### src/core/ctp_pkg.sv
// Package for the cascadable timer pair: register map, field layout, constants
package ctp_pkg;
	localparam int unsigned CTP_ADDR_W = 4;
	localparam int unsigned CTP_DATA_W = 16;

	// Register word offsets
	localparam logic [3:0] CTP_OFF_LO_CTRL   = 4'h0;
	localparam logic [3:0] CTP_OFF_HI_CTRL   = 4'h1;
	localparam logic [3:0] CTP_OFF_LO_COUNT  = 4'h2;
	localparam logic [3:0] CTP_OFF_HI_COUNT  = 4'h3;
	localparam logic [3:0] CTP_OFF_LO_PERIOD = 4'h4;
	localparam logic [3:0] CTP_OFF_HI_PERIOD = 4'h5;
	localparam logic [3:0] CTP_OFF_IRQ_STAT  = 4'h6;
	localparam logic [3:0] CTP_OFF_IRQ_MASK  = 4'h7;

	// Control field positions
	localparam int unsigned CTP_B_RUN     = 15;
	localparam int unsigned CTP_B_SIDL    = 13;
	localparam int unsigned CTP_B_GATE    = 6;
	localparam int unsigned CTP_B_PS_HI   = 5;
	localparam int unsigned CTP_B_PS_LO   = 4;
	localparam int unsigned CTP_B_CASCADE = 3;
	localparam int unsigned CTP_B_CSRC    = 1;

	// Implemented bit masks
	localparam logic [15:0] CTP_LO_CTRL_MASK = 16'ha07a;
	localparam logic [15:0] CTP_HI_CTRL_MASK = 16'ha072;
	localparam logic [15:0] CTP_CTRL_RESET   = 16'h0000;
	localparam logic [15:0] CTP_PERIOD_RESET = 16'hffff;

	// Interrupt status bits
	localparam int unsigned CTP_IRQ_LO = 0;
	localparam int unsigned CTP_IRQ_HI = 1;
	localparam int unsigned CTP_IRQ_W  = 2;

	// Prescale codes and terminal counts
	localparam logic [1:0] CTP_PS_1   = 2'h0;
	localparam logic [1:0] CTP_PS_8   = 2'h1;
	localparam logic [1:0] CTP_PS_64  = 2'h2;
	localparam logic [1:0] CTP_PS_256 = 2'h3;
	localparam logic [7:0] CTP_PS_TC_1   = 8'h00;
	localparam logic [7:0] CTP_PS_TC_8   = 8'h07;
	localparam logic [7:0] CTP_PS_TC_64  = 8'h3f;
	localparam logic [7:0] CTP_PS_TC_256 = 8'hff;

	// Control fields decoded for one timer
	typedef struct packed {
		logic       run;
		logic       sidl;
		logic       gate;
		logic [1:0] ps;
		logic       csrc;
	} ctp_ctrl_t;
endpackage

### src/core/ctp_prescaler.sv
// Prescaler: divides a tick stream by 1, 8, 64 or 256
`timescale 1ns/1ps
module ctp_prescaler
	import ctp_pkg::*;
(
	// Clock and reset
	input  wire logic       clk,
	input  wire logic       sys_rst,
	// Control
	input  wire logic       clr,
	input  wire logic [1:0] ps,
	// Ticks
	input  wire logic       tick_in,
	output logic            tick_out
);
	logic [7:0] cnt_r;
	logic [7:0] cnt_nxt;
	logic [7:0] tc;

	always_comb begin
		unique case (ps)
			CTP_PS_1:   tc = CTP_PS_TC_1;
			CTP_PS_8:   tc = CTP_PS_TC_8;
			CTP_PS_64:  tc = CTP_PS_TC_64;
			CTP_PS_256: tc = CTP_PS_TC_256;
		endcase
		cnt_nxt  = cnt_r;
		tick_out = 1'b0;
		if (clr) begin
			cnt_nxt = 8'h00;
		end else if (tick_in) begin
			if (cnt_r >= tc) begin
				cnt_nxt  = 8'h00;
				tick_out = 1'b1;
			end else begin
				cnt_nxt = cnt_r + 8'h01;
			end
		end
	end

	always_ff @(posedge clk or posedge sys_rst) begin
		if (sys_rst) begin
			cnt_r <= 8'h00;
		end else begin
			cnt_r <= cnt_nxt;
		end
	end
endmodule

### src/core/ctp_sync.sv
// Two-flop synchroniser with rising-edge pulse
`timescale 1ns/1ps
module ctp_sync (
	// Clock and reset
	input  wire logic clk,
	input  wire logic sys_rst,
	// Level in, synced level and rise pulse out
	input  wire logic din,
	output logic      dout,
	output logic      rise
);
	logic s1_r;
	logic s2_r;
	logic s3_r;

	always_ff @(posedge clk or posedge sys_rst) begin
		if (sys_rst) begin
			s1_r <= 1'b0;
			s2_r <= 1'b0;
			s3_r <= 1'b0;
		end else begin
			s1_r <= din;
			s2_r <= s1_r;
			s3_r <= s2_r;
		end
	end

	assign dout = s2_r;
	assign rise = s2_r & ~s3_r;
endmodule

### src/core/ctp_timer_pair.sv
// Cascadable pair of 16-bit timers with register port and interrupt
//
// Summary of operation
// - Lower run bit starts/stops the 32-bit pair if cascaded, else lower timer.
// - Stop-in-idle set halts the timer in idle; clear keeps it counting.
// - Gating bit is ignored when the external clock source is selected.
// - Internal clock with gating set gives gated accumulation, else plain counting.
// - Prescale code 11/10/01/00 divides input ticks by 256/64/8/1.
// - Cascade bit 3 of lower control joins both timers into one 32-bit timer.
// - Clock-source bit selects external pin when set, internal half clock when clear.
// - In cascade, upper run, gate, prescale and source bits have no effect.
// - In cascade, the pair halts in idle only if upper stop-in-idle is set.
// - Unimplemented control bits ignore writes and read as zero.
// - Upper timer holds high count and period words, lower holds low words.
// - In cascade, interrupt comes from the upper timer; lower flag is ignored.
// - Lower timer synchronises its external clock after its prescaler.
// - Upper timer synchronises its external clock before its prescaler.
//
// The placing of the registers and the address-and-strobe port were decided locally.
`timescale 1ns/1ps
module ctp_timer_pair
	import ctp_pkg::*;
(
	// Clock and reset
	input  wire logic                  clk,
	input  wire logic                  sys_rst,
	// Register port
	input  wire logic [CTP_ADDR_W-1:0] reg_addr,
	input  wire logic [CTP_DATA_W-1:0] reg_wdata,
	input  wire logic                  reg_wr,
	input  wire logic                  reg_rd,
	output logic      [CTP_DATA_W-1:0] reg_rdata,
	// Device state and pins
	input  wire logic                  idle_mode,
	input  wire logic                  lo_ext_clk,
	input  wire logic                  hi_ext_clk,
	input  wire logic                  lo_gate,
	input  wire logic                  hi_gate,
	// Interrupt
	output logic                       irq
);
	////////////////////////////////////////////////////////////////////////
	// Registers
	logic [15:0] lo_ctrl_r, lo_ctrl_nxt, hi_ctrl_r, hi_ctrl_nxt;
	logic [15:0] lo_per_r, lo_per_nxt, hi_per_r, hi_per_nxt;
	logic [15:0] lo_cnt_r, lo_cnt_nxt, hi_cnt_r, hi_cnt_nxt;
	logic [CTP_IRQ_W-1:0] stat_r, stat_nxt, mask_r, mask_nxt;
	logic [15:0] rdata_r, rdata_nxt;
	logic        irq_r, irq_nxt;
	logic        half_r, lo_gate_d_r, hi_gate_d_r;
	logic        lo_half_r;
	ctp_ctrl_t   lo_c, hi_c;
	logic        cascade;

	always_comb begin
		lo_c = '{run: lo_ctrl_r[CTP_B_RUN], sidl: lo_ctrl_r[CTP_B_SIDL], gate: lo_ctrl_r[CTP_B_GATE],
			ps: lo_ctrl_r[CTP_B_PS_HI:CTP_B_PS_LO], csrc: lo_ctrl_r[CTP_B_CSRC]};
		hi_c = '{run: hi_ctrl_r[CTP_B_RUN], sidl: hi_ctrl_r[CTP_B_SIDL], gate: hi_ctrl_r[CTP_B_GATE],
			ps: hi_ctrl_r[CTP_B_PS_HI:CTP_B_PS_LO], csrc: hi_ctrl_r[CTP_B_CSRC]};
	end
	assign cascade = lo_ctrl_r[CTP_B_CASCADE];

	////////////////////////////////////////////////////////////////////////
	// Tick sources
	logic lo_ext_s, hi_ext_rise;
	logic lo_raw, hi_raw, lo_pre, hi_pre;
	logic lo_active, hi_active, pair_active;
	logic lo_gating, hi_gating;

	// Lower pin is prescaled first, then synchronised
	ctp_sync u_lo_sync (
		.clk     (clk),
		.sys_rst (sys_rst),
		.din     (lo_half_r),
		.dout    (lo_ext_s),
		.rise    ()
	);
	// Upper pin is synchronised first, then prescaled
	ctp_sync u_hi_sync (
		.clk     (clk),
		.sys_rst (sys_rst),
		.din     (hi_ext_clk),
		.dout    (),
		.rise    (hi_ext_rise)
	);

	// Simple edge-count prescale for the raw lower pin, toggled per divided edge
	logic [7:0] lo_pin_cnt_r, lo_pin_cnt_nxt;
	logic       lo_pin_d_r, lo_half_nxt, lo_pin_rise;
	logic [7:0] lo_tc;
	assign lo_pin_rise = lo_ext_clk & ~lo_pin_d_r;
	always_comb begin
		unique case (lo_c.ps)
			CTP_PS_1:   lo_tc = CTP_PS_TC_1;
			CTP_PS_8:   lo_tc = CTP_PS_TC_8;
			CTP_PS_64:  lo_tc = CTP_PS_TC_64;
			CTP_PS_256: lo_tc = CTP_PS_TC_256;
		endcase
		lo_pin_cnt_nxt = lo_pin_cnt_r;
		lo_half_nxt    = lo_half_r;
		if (lo_pin_rise) begin
			if (lo_pin_cnt_r >= lo_tc) begin
				lo_pin_cnt_nxt = 8'h00;
				lo_half_nxt    = ~lo_half_r;
			end else begin
				lo_pin_cnt_nxt = lo_pin_cnt_r + 8'h01;
			end
		end
	end
	// Toggle output: each change is one prescaled edge
	logic lo_ext_s_d_r, lo_pin_tick;
	assign lo_pin_tick = lo_ext_s ^ lo_ext_s_d_r;

	// Internal clock at half the device clock
	assign lo_active   = lo_c.run & ~(idle_mode & lo_c.sidl);
	assign hi_active   = hi_c.run & ~(idle_mode & hi_c.sidl);
	assign pair_active = lo_c.run & ~(idle_mode & hi_c.sidl);
	assign lo_gating   = ~lo_c.csrc & lo_c.gate;
	assign hi_gating   = ~hi_c.csrc & hi_c.gate;

	always_comb begin
		if (lo_c.csrc) begin
			lo_raw = 1'b0;
		end else begin
			lo_raw = half_r & (~lo_gating | lo_gate);
		end
		if (hi_c.csrc) begin
			hi_raw = hi_ext_rise;
		end else begin
			hi_raw = half_r & (~hi_gating | hi_gate);
		end
	end

	logic lo_int_pre;
	ctp_prescaler u_lo_ps (
		.clk      (clk),
		.sys_rst  (sys_rst),
		.clr      (~lo_c.run),
		.ps       (lo_c.ps),
		.tick_in  (lo_raw),
		.tick_out (lo_int_pre)
	);
	ctp_prescaler u_hi_ps (
		.clk      (clk),
		.sys_rst  (sys_rst),
		.clr      (~hi_c.run | cascade),
		.ps       (hi_c.ps),
		.tick_in  (hi_raw),
		.tick_out (hi_pre)
	);
	assign lo_pre = lo_c.csrc ? lo_pin_tick : lo_int_pre;

	////////////////////////////////////////////////////////////////////////
	// Counters, register port, interrupt
	logic lo_match, hi_match, pair_match, lo_tick, hi_tick;
	logic lo_gfall, hi_gfall, lo_ev, hi_ev;
	assign lo_match   = (lo_cnt_r == lo_per_r);
	assign hi_match   = (hi_cnt_r == hi_per_r);
	assign pair_match = lo_match & hi_match;
	assign lo_tick    = lo_pre & (cascade ? pair_active : lo_active);
	assign hi_tick    = hi_pre & hi_active & ~cascade;
	assign lo_gfall   = lo_gating & lo_gate_d_r & ~lo_gate;
	assign hi_gfall   = hi_gating & hi_gate_d_r & ~hi_gate;

	always_comb begin
		lo_cnt_nxt = lo_cnt_r;
		hi_cnt_nxt = hi_cnt_r;
		lo_ev      = 1'b0;
		hi_ev      = 1'b0;
		if (cascade) begin
			if (lo_tick) begin
				if (pair_match) begin
					lo_cnt_nxt = 16'h0000;
					hi_cnt_nxt = 16'h0000;
					hi_ev      = ~lo_gating;
				end else begin
					{hi_cnt_nxt, lo_cnt_nxt} = {hi_cnt_r, lo_cnt_r} + 32'h0000_0001;
				end
			end
			hi_ev = hi_ev | (lo_gfall & lo_c.run);
		end else begin
			if (lo_tick) begin
				lo_cnt_nxt = lo_match ? 16'h0000 : lo_cnt_r + 16'h0001;
				lo_ev      = lo_match & ~lo_gating;
			end
			if (hi_tick) begin
				hi_cnt_nxt = hi_match ? 16'h0000 : hi_cnt_r + 16'h0001;
				hi_ev      = hi_match & ~hi_gating;
			end
			lo_ev = lo_ev | (lo_gfall & lo_c.run);
			hi_ev = hi_ev | (hi_gfall & hi_c.run);
		end
		lo_ctrl_nxt = lo_ctrl_r;
		hi_ctrl_nxt = hi_ctrl_r;
		lo_per_nxt  = lo_per_r;
		hi_per_nxt  = hi_per_r;
		mask_nxt    = mask_r;
		stat_nxt    = stat_r;
		if (reg_wr) begin
			unique case (reg_addr)
				CTP_OFF_LO_CTRL:   lo_ctrl_nxt = reg_wdata & CTP_LO_CTRL_MASK;
				CTP_OFF_HI_CTRL:   hi_ctrl_nxt = reg_wdata & CTP_HI_CTRL_MASK;
				CTP_OFF_LO_COUNT:  lo_cnt_nxt  = reg_wdata;
				CTP_OFF_HI_COUNT:  hi_cnt_nxt  = reg_wdata;
				CTP_OFF_LO_PERIOD: lo_per_nxt  = reg_wdata;
				CTP_OFF_HI_PERIOD: hi_per_nxt  = reg_wdata;
				CTP_OFF_IRQ_STAT:  stat_nxt    = stat_r & ~reg_wdata[CTP_IRQ_W-1:0];
				CTP_OFF_IRQ_MASK:  mask_nxt    = reg_wdata[CTP_IRQ_W-1:0];
				default:           ;
			endcase
		end
		// Set wins over clear
		stat_nxt[CTP_IRQ_LO] = stat_nxt[CTP_IRQ_LO] | lo_ev;
		stat_nxt[CTP_IRQ_HI] = stat_nxt[CTP_IRQ_HI] | hi_ev;
		irq_nxt = |(stat_nxt & mask_nxt & (cascade ? 2'b10 : 2'b11));
		rdata_nxt = 16'h0000;
		if (reg_rd) begin
			unique case (reg_addr)
				CTP_OFF_LO_CTRL:   rdata_nxt = lo_ctrl_r;
				CTP_OFF_HI_CTRL:   rdata_nxt = hi_ctrl_r;
				CTP_OFF_LO_COUNT:  rdata_nxt = lo_cnt_r;
				CTP_OFF_HI_COUNT:  rdata_nxt = hi_cnt_r;
				CTP_OFF_LO_PERIOD: rdata_nxt = lo_per_r;
				CTP_OFF_HI_PERIOD: rdata_nxt = hi_per_r;
				CTP_OFF_IRQ_STAT:  rdata_nxt = {14'h0000, stat_r};
				CTP_OFF_IRQ_MASK:  rdata_nxt = {14'h0000, mask_r};
				default:           rdata_nxt = 16'h0000;
			endcase
		end
	end

	always_ff @(posedge clk or posedge sys_rst) begin
		if (sys_rst) begin
			lo_ctrl_r    <= CTP_CTRL_RESET;
			hi_ctrl_r    <= CTP_CTRL_RESET;
			lo_per_r     <= CTP_PERIOD_RESET;
			hi_per_r     <= CTP_PERIOD_RESET;
			lo_cnt_r     <= 16'h0000;
			hi_cnt_r     <= 16'h0000;
			stat_r       <= '0;
			mask_r       <= '0;
			rdata_r      <= 16'h0000;
			irq_r        <= 1'b0;
			half_r       <= 1'b0;
			lo_gate_d_r  <= 1'b0;
			hi_gate_d_r  <= 1'b0;
			lo_pin_cnt_r <= 8'h00;
			lo_pin_d_r   <= 1'b0;
			lo_half_r    <= 1'b0;
			lo_ext_s_d_r <= 1'b0;
		end else begin
			lo_ctrl_r    <= lo_ctrl_nxt;
			hi_ctrl_r    <= hi_ctrl_nxt;
			lo_per_r     <= lo_per_nxt;
			hi_per_r     <= hi_per_nxt;
			lo_cnt_r     <= lo_cnt_nxt;
			hi_cnt_r     <= hi_cnt_nxt;
			stat_r       <= stat_nxt;
			mask_r       <= mask_nxt;
			rdata_r      <= rdata_nxt;
			irq_r        <= irq_nxt;
			half_r       <= ~half_r;
			lo_gate_d_r  <= lo_gate;
			hi_gate_d_r  <= hi_gate;
			lo_pin_cnt_r <= lo_pin_cnt_nxt;
			lo_pin_d_r   <= lo_ext_clk;
			lo_half_r    <= lo_half_nxt;
			lo_ext_s_d_r <= lo_ext_s;
		end
	end

	assign reg_rdata = rdata_r;
	assign irq       = irq_r;

	////////////////////////////////////////////////////////////////////////
	// Assertions
	a_ctrl_unimpl_zero: assert property (@(posedge clk) disable iff (sys_rst)
		((lo_ctrl_r & ~CTP_LO_CTRL_MASK) == 16'h0000) && ((hi_ctrl_r & ~CTP_HI_CTRL_MASK) == 16'h0000))
		else $error("Unimplemented control bit set");
	a_stopped_holds: assert property (@(posedge clk) disable iff (sys_rst)
		(!lo_c.run && !reg_wr) |=> $stable(lo_cnt_r))
		else $error("Lower counter moved while stopped");
	a_idle_halts: assert property (@(posedge clk) disable iff (sys_rst)
		(!cascade && idle_mode && hi_c.sidl && !reg_wr) |=> $stable(hi_cnt_r))
		else $error("Upper counter moved in idle");
	a_cascade_idle: assert property (@(posedge clk) disable iff (sys_rst)
		(cascade && idle_mode && hi_c.sidl && !reg_wr) |=> $stable(lo_cnt_r))
		else $error("Pair counted in idle");
	a_upper_ignored: assert property (@(posedge clk) disable iff (sys_rst)
		(cascade && !lo_c.run && !reg_wr) |=> $stable(hi_cnt_r))
		else $error("Upper word moved with pair stopped");
	a_wrap_zero: assert property (@(posedge clk) disable iff (sys_rst)
		(!cascade && lo_tick && lo_match && !reg_wr) |=> (lo_cnt_r == 16'h0000))
		else $error("Lower counter did not wrap");
	a_wrap_flag: assert property (@(posedge clk) disable iff (sys_rst)
		(!cascade && lo_tick && lo_match && !lo_gating) |=> stat_r[CTP_IRQ_LO])
		else $error("Lower flag not set at wrap");
	a_gate_fall: assert property (@(posedge clk) disable iff (sys_rst)
		(!cascade && lo_gfall && lo_c.run) |=> stat_r[CTP_IRQ_LO])
		else $error("Gate fall did not flag");
	a_cascade_irq: assert property (@(posedge clk) disable iff (sys_rst)
		(cascade && !stat_r[CTP_IRQ_HI]) |=> !irq_r || stat_r[CTP_IRQ_HI])
		else $error("Lower flag raised cascaded irq");
	a_ext_ignores_gate: assert property (@(posedge clk) disable iff (sys_rst)
		hi_c.csrc |-> (hi_raw == hi_ext_rise))
		else $error("Gate affected external clock");
	c_cascade_wrap: cover property (@(posedge clk) disable iff (sys_rst) cascade && lo_tick && pair_match);
	c_lo_wrap: cover property (@(posedge clk) disable iff (sys_rst) !cascade && lo_tick && lo_match);
	c_gate_fall: cover property (@(posedge clk) disable iff (sys_rst) lo_gfall && lo_c.run);
	c_irq: cover property (@(posedge clk) disable iff (sys_rst) $rose(irq_r));
endmodule

### config.mk
export PLATFORM = sky130hd
export DESIGN_NAME = ctp_timer_pair
export DESIGN_NICKNAME = d
export VERILOG_FILES = /design/src/core/ctp_pkg.sv /design/src/core/ctp_prescaler.sv /design/src/core/ctp_sync.sv /design/src/core/ctp_timer_pair.sv
export SDC_FILE = /design/constraint.sdc
export NUM_CORES = 1
export LEC_CHECK = 0
export BUFFER_PORTS_ARGS = -buffer_cell sky130_fd_sc_hd__buf_2
export CAP_MARGIN = 20
export CORE_ASPECT_RATIO = 1.5
export CORE_MARGIN = 2
export CORE_UTILIZATION = 55
export CTS_BUF_LIST = sky130_fd_sc_hd__clkbuf_8
export CTS_CLUSTER_DIAMETER = 100
export DETAILED_ROUTE_END_ITERATION = 6
export PLACE_DENSITY = 0.75
export SLEW_MARGIN = 10
export SYNTH_ARGS = -nofsm -noshare
export SYNTH_HDL_FRONTEND = slang
export SYNTH_SLANG_ARGS = --single-unit
### constraint.sdc
create_clock -name clk -period 4.4 [get_ports clk]
set_input_delay 0.88 -clock clk [delete_from_list [all_inputs] [get_ports clk]]
set_output_delay 0.88 -clock clk [all_outputs]
set_load 0.005 [all_outputs]
# Yosys cells after proc, flatten, opt, wreduce, memory -nomap -nowiden
# Index checks and enable logic that the tools add are counted.
word_totals:
  ff_bits: 133
  word_cells: 158
  inputBits: 29
  output_inout_bits: 17
op_classes:
  add_sub_neg: 6
  n_bitwise: 50
  n_reduce_logical: 10
  mux: 49
  n_lt_le_gt_ge: 3
  n_eq_ne: 16
ops:
  columns: ["cell", "count"]
  rows:
  - ["two-way mux 16 bit", 15]
  - ["one-hot mux 16 bit (8 select lines)", 1]
  - ["one-hot mux 8 bit (4 select lines)", 2]
  - ["two-way mux 8 bit", 7]
  - ["adder 16 x 1 -> 16 bit, second input constant", 2]
  - ["adder 32 x 1 -> 32 bit, second input constant", 1]
  - ["equality test 16 bit", 2]
  - ["adder 8 x 1 -> 8 bit, second input constant", 3]
  - [">= comparator 8 bit", 3]
  - ["bitwise AND 1 bit", 23]
  - ["two-way mux 1 bit", 20]
  - ["equality test 4 x 3 -> 1 bit, second input constant", 4]
  - ["NOT 1 bit", 14]
  - ["AND reduction 2 bit", 5]
  - ["equality test 2 bit, second input constant", 4]
  - ["equality test 4 x 2 -> 1 bit, second input constant", 2]
  - ["two-way mux 2 bit", 4]
  - ["OR 1 bit", 8]
  - ["bitwise AND 2 bit", 3]
  - ["equality test 2 x 1 -> 1 bit, second input constant", 2]
  - ["equality test 4 x 1 -> 1 bit, second input constant", 1]
  - ["zero test 2 bit", 2]
  - ["zero test 4 bit", 1]
  - ["inequality test 2 x 1 -> 1 bit, second input constant", 1]
  - ["4 further kinds", 4]

# Longest topological paths before layout
logic_depth:
  depth_word: 18
  mapped_depth: 11
  mapped_depth_nobuf: 10

# Hierarchy
# A second synthesis with hierarchy kept.
hier_totals:
  cells_unflattened: 803
  hier_area_um2: 8154.1
by_module_without_submodules:
  columns: ["mod", "area_each_um2", "seq_area_each_um2", "n_inst", "cells_each"]
  rows:
  - ["ctp_timer_pair", 6467.5, 2842.7, 1, 635]
  - ["ctp_prescaler", 750.7, 200.2, 2, 79]
  - ["ctp_sync", 92.6, 75.1, 2, 5]

# Least setup slack after synthesis
# No wires, ideal clock.
synth_path:
  path_type: "register to register"
  start: "reg lo_ctrl_r[4]"
  end: "reg hi_cnt_r[10]"
  arrival_time_ns: 2.479
  setup_ns: 0.090
  period_less_slack_ns: 2.570
  path_buffers: 1
  path_slack_ns: 1.830
  stages_incl_launch_ff: 11
  t_required_ns: 4.310
  path_cell_list: "dfrtp_1 > or2_2 > inv_1 > ha_1 > or2_0 > a211oi_1 > nor4_2 > o21a_1 > a21o_1 > buf_2 > o221ai_1"
synth_via:
  elab_chain_len: 12
  word_cells_on_any_way: 15
  cone_classes: "order compare: 1; eq/ne: 3; mux: 9; bitwise: 1; reduce/logical: 1"
synth_lines:
  columns: ["item", "line", "rtl"]
  rows:
  - ["from (decl)", "ctp_timer_pair.sv:44", "logic [15:0] lo_ctrl_r, lo_ctrl_nxt, hi_ctrl_r, hi_ctrl_nxt;"]
  - ["from (signal assigned)", "ctp_timer_pair.sv:252", "lo_ctrl_r <= lo_ctrl_nxt;"]
  - ["equality test 2 bit (tied with other cells)", "ctp_prescaler.sv:21", "unique case (ps)"]
  - ["one-hot mux 8 bit (4 select lines) (*)", "ctp_prescaler.sv:21", null]
  - [">= comparator 8 bit (*)", "ctp_prescaler.sv:32", "if (cnt_r >= tc) begin"]
  - ["two-way mux 1 bit (*)", "ctp_prescaler.sv:32", null]
  - ["two-way mux 1 bit (*)", "ctp_prescaler.sv:31", "end else if (tick_in) begin"]
  - ["two-way mux 1 bit (*)", "ctp_prescaler.sv:29", "if (clr) begin"]
  - ["two-way mux 1 bit (*)", "ctp_timer_pair.sv:151", "assign lo_pre = lo_c.csrc ? lo_pin_tick : lo_int_pre;"]
  - ["bitwise AND 1 bit (*)", "ctp_timer_pair.sv:160", "assign lo_tick = lo_pre & (cascade ? pair_active : lo_active);"]
  - ["two-way mux 16 bit (*)", "ctp_timer_pair.sv:171", "if (lo_tick) begin"]
  - ["two-way mux 16 bit (*)", "ctp_timer_pair.sv:170", "if (cascade) begin"]
  - ["two-way mux 16 bit", "ctp_timer_pair.sv:200", "unique case (reg_addr)"]
  - ["two-way mux 16 bit (*)", "ctp_timer_pair.sv:199", "if (reg_wr) begin"]
  - ["named net hi_cnt_nxt[10]", "ctp_timer_pair.sv:46", "logic [15:0] lo_cnt_r, lo_cnt_nxt, hi_cnt_r, hi_cnt_nxt;"]
  - ["to (signal assigned)", "ctp_timer_pair.sv:257", "hi_cnt_r <= hi_cnt_nxt;"]
  - ["to (decl)", "ctp_timer_pair.sv:46", null]
# Mark *: on every way through the listed nets, which the timed path passes. The rest lies on a longest branch.
# A chain may end at the register's enable or synchronous reset.

# Worst setup path after layout
layout_path:
  start: "reg lo_ctrl_r[5]"
  end: "reg hi_cnt_r[5]"
# Same word-level chain as after synthesis.

==> key figures <==
GRT
  • Initial antenna violation count: 0
  • First-pass GRT wire length: 34.7 mm
  • Gr usage total: 0.302
  • Vias in the first global route: 6618
  • Largest net degree at the start of global routing: 96
  • GRT overflow: 0

Place
  • Cell Count Post-Placement: 993
  • DPL Wire Length: 16.1 mm
  • RePlAce Congestion: 0.957
  • Buffers on Ports: 45
  • Placed cell areas: 8140 µm²

Synthesis
  • Main flop type after synthesis: dfrtp_1
  • #FFs+latches synth: 133
  • Mapped Cells: 798
  • Synth cell types: 76
  • Seq/Total Area, Yosys: 0.429
  • Post-synth EDFFs: 0
  • Synth Cell Area: 7850 µm²
  • Avg Cell Area, Syn: 9.83 µm²
  • Ys async rst share: 1.00
  • Yosys warns: 0
  • Post-Syn Nets: 850

Final layout
  • Non-filler cells, final: 1025
  • Layout Utilization: 0.612
  • Syn-to-layout area delta: 9.04%
  • Cell area after layout: 8560 µm²
  • Post-layout nets: 872
  • Layout cells sized above 1: 0.238
  • # diodes: 0

Die
  • I/O pins: 46
  • Starting Density: 0.561
  • Horiz. Die Dim: 102 µm
  • Chip height: 150 µm
  • Core footprint: 14000 µm²
  • Full die area: 15300 µm²
  • Row count: 53

Worst setup path
  • Launch point of the worst path: lo_ctrl_r[5]
  • Critical Path End Type: flip-flop
  • Cell family with most CP delay: compound AO/OA/AOI/OAI gates
  • Worst r2r src: lo_ctrl_r[5]
  • WP buf/inv: 1
  • Req. time, crit path: 4770 ps
  • Crit Path Class: reg2reg
  • R2R setup slack: 1100 ps
  • Crit-path max FO: 15
  • CP max stage cell: dfrtp_1
  • Critical path startpoint category: flip-flop
  • RR Endpoint: hi_cnt_r[5]
  • Crit path cell chain: or2_2, inv_1, ha_1, or2_0, a211oi_1, nor4_2, o21a_1, a21o_1, o2bb2ai_1, a22oi_1
  • Worst r2r path cells: 10
  • Crit path arrival time: 3680 ps
  • CP max stage delay: 480 ps

CTS
  • TritonCTS clock tree: done
  • Worst-Skew Late Latency: 470 ps
  • Hold_buf cts: 0
  • Longest Clk Path Bufs: 2
  • Post_cts resized: 0
  • Clk sinks: 133
  • CTS Root Cell: clkbuf_8
  • H-Tree Depth: 4
  • Total CTS buffers: 17
  • Setup Fix Bufs, Post-CTS: 0
  • Clk pin slew, worst setup/hold paths: 80 ps

STA
  • Clk_skew: 10.7 ps
  • Final period util: 0.750
  • Hold WS: 355 ps
  • FMAX: 303 MHz
  • Fin. max-slew vios: 0
  • Setup_tns: 0 ps
  • Hold Vio Cnt, Final: 0
  • RSZ-0062 raised after global routing: false
  • Final count of negative-setup-slack endpoints: 0
  • Min Tclk post-route: 3300 ps
  • Least-Margin Pin Slew: 982 ps
  • Slew HR: 0.344

Hold path
  • Hold path start: u_lo_sync.s1_r
  • Hold depth: 0
  • Hold/Removal Path Class: reg2reg
  • Hold Path End: u_lo_sync.dout

Route
  • ANT nets after route: 0
  • Via count: 6533
  • Vias per inst: 6.37
  • Post-route DRC: 0
  • Routed len/inst: 21.2 µm
  • Initial drt markers: 606
  • DR pass1 iterations: 6
  • Drt total wl: 21.8 mm

Run
  • Max cap viols: 0

Power
  • P_leak: 3.47 nW
  • Peak supply drop: 0.270 mV
  • Power density over the cells: 496 nW/µm²

Run status
  • Status: finished clean
[sequential cells by signal, indices dropped and copies added (netlist names), 2 cells and up]
register,cells
hi_cnt_r,16
hi_per_r,16
lo_cnt_r,16
lo_per_r,16
reg_rdata,16
lo_pin_cnt_r,8
u_hi_ps.cnt_r,8
u_lo_ps.cnt_r,8
lo_ctrl_r,7
hi_ctrl_r,6
mask_r,2
stat_r,2
[Yosys cell counts (4+ instances only)]
cell type	number	area [µm²]
clkbuf_1	27	101
nand3_1	25	125
nand4_1	18	113
nor2b_1	14	87.6
dfstp_2	32	841
o31ai_1	5	37.5
mux2_2	53	597
o21ai_0	24	120
buf_6	5	56.3
a31oi_1	13	81.3
nor2_1	54	203
inv_1	20	75.1
dfrtp_1	101	2530
o21ai_1	7	35.0
a21oi_1	33	165
nand2_1	90	338
and3_1	13	81.3
o221ai_1	12	105
a222oi_1	14	140
and2_1	5	31.3
nand2b_1	9	56.3
xnor2_1	45	394
nor3_1	12	60.1
ha_1	23	288
a22oi_1	11	82.6
buf_2	10	50.1
xor2_1	16	140
nor4_1	8	50.1
xnor2_2	5	81.3
o21a_1	5	37.5
nand3b_1	7	52.6
or2_2	6	37.5
o211ai_1	4	30.0
[cell type report]
type                    instances  area [µm²]
well taps                     192         240
clock buffers                  17         234
repair buffers                 53         298
inverters                      20        77.6
clock inverters                15         180
fillers                      1197        5440
multi-input cells             595        4160
flip-flops and latches        133        3370
[per-stage QoR]
step | setup slack [ps] | total power, mW
floorplan | 18.6 | 2.83
detailed placement | 1130 | 3.16
global route | 950 | 4.47
global placement | 1290 | 3.10
CTS | 1120 | 4.24
finish | 1100 | 4.24
[layout by cell type, fill, tap and decap left out, drive strengths merged, types with 5 or more instances in the layout]
cell type and n:
dfrtp 101, nand2 90, nor2 55, mux2 53, buf 53, xnor2 50
a21oi 33, dfstp 32, o21ai 32, nand3 25, inv 25, ha 23
nand4 18, clkbuf 17, xor2 16, nor2b 14, a222oi 14, nor3 14
and3 13, a31oi 13, o221ai 12, a22oi 11, nand2b 10, nor4 10
or2 8, nand3b 7, o31ai 6, o21a 5, and2 5, clkinvlp 5
o211ai 5
[cells by family (layout without fill, tap and decap cells)]
kind of cell | Yosys count | count (layout) | share of synthesized area
buffers and inverters | 70 | 105 | 0.0416
multiplexers | 56 | 56 | 0.0815
AO/OA/AOI/OAI | 170 | 170 | 0.154
XOR/XNOR | 66 | 66 | 0.0784
AND/OR/NAND/NOR | 280 | 280 | 0.179
flip-flops | 133 | 133 | 0.429
adder cells (fa/ha/maj) | 23 | 23 | 0.0367
[worst max-delay path by stage]
stage                  end  slack (ps)  cells past startpoint
6_report       hi_cnt_r[5]        1100                     10
3_3_place_gp   hi_cnt_r[5]        1290                      8
2_1_floorplan       half_r          20                      1
5_1_grt        hi_cnt_r[5]         950                      8
4_1_cts        hi_cnt_r[5]        1120                      8
3_5_place_dp   hi_cnt_r[5]        1130                      8
[report_power, final]
part	total (mW)	switching (mW)	internal, mW	leakage (nW)
sequential	2.02	0.479	1.55	1.62
combinational	1.14	0.564	0.574	1.65
clock	1.08	0.516	0.563	0.197
[metal layers]
metal / global-route usage / vias up / wire length [µm]
met1: 0.333 / 3252 / 8160
met5: 0 / - / 0
met3: 0.0520 / 100 / 898
met2: 0.521 / 247 / 11200
met4: 0.207 / 0 / 1490
li1: - / 2934 / -
(Power assumes the default switching activity.)
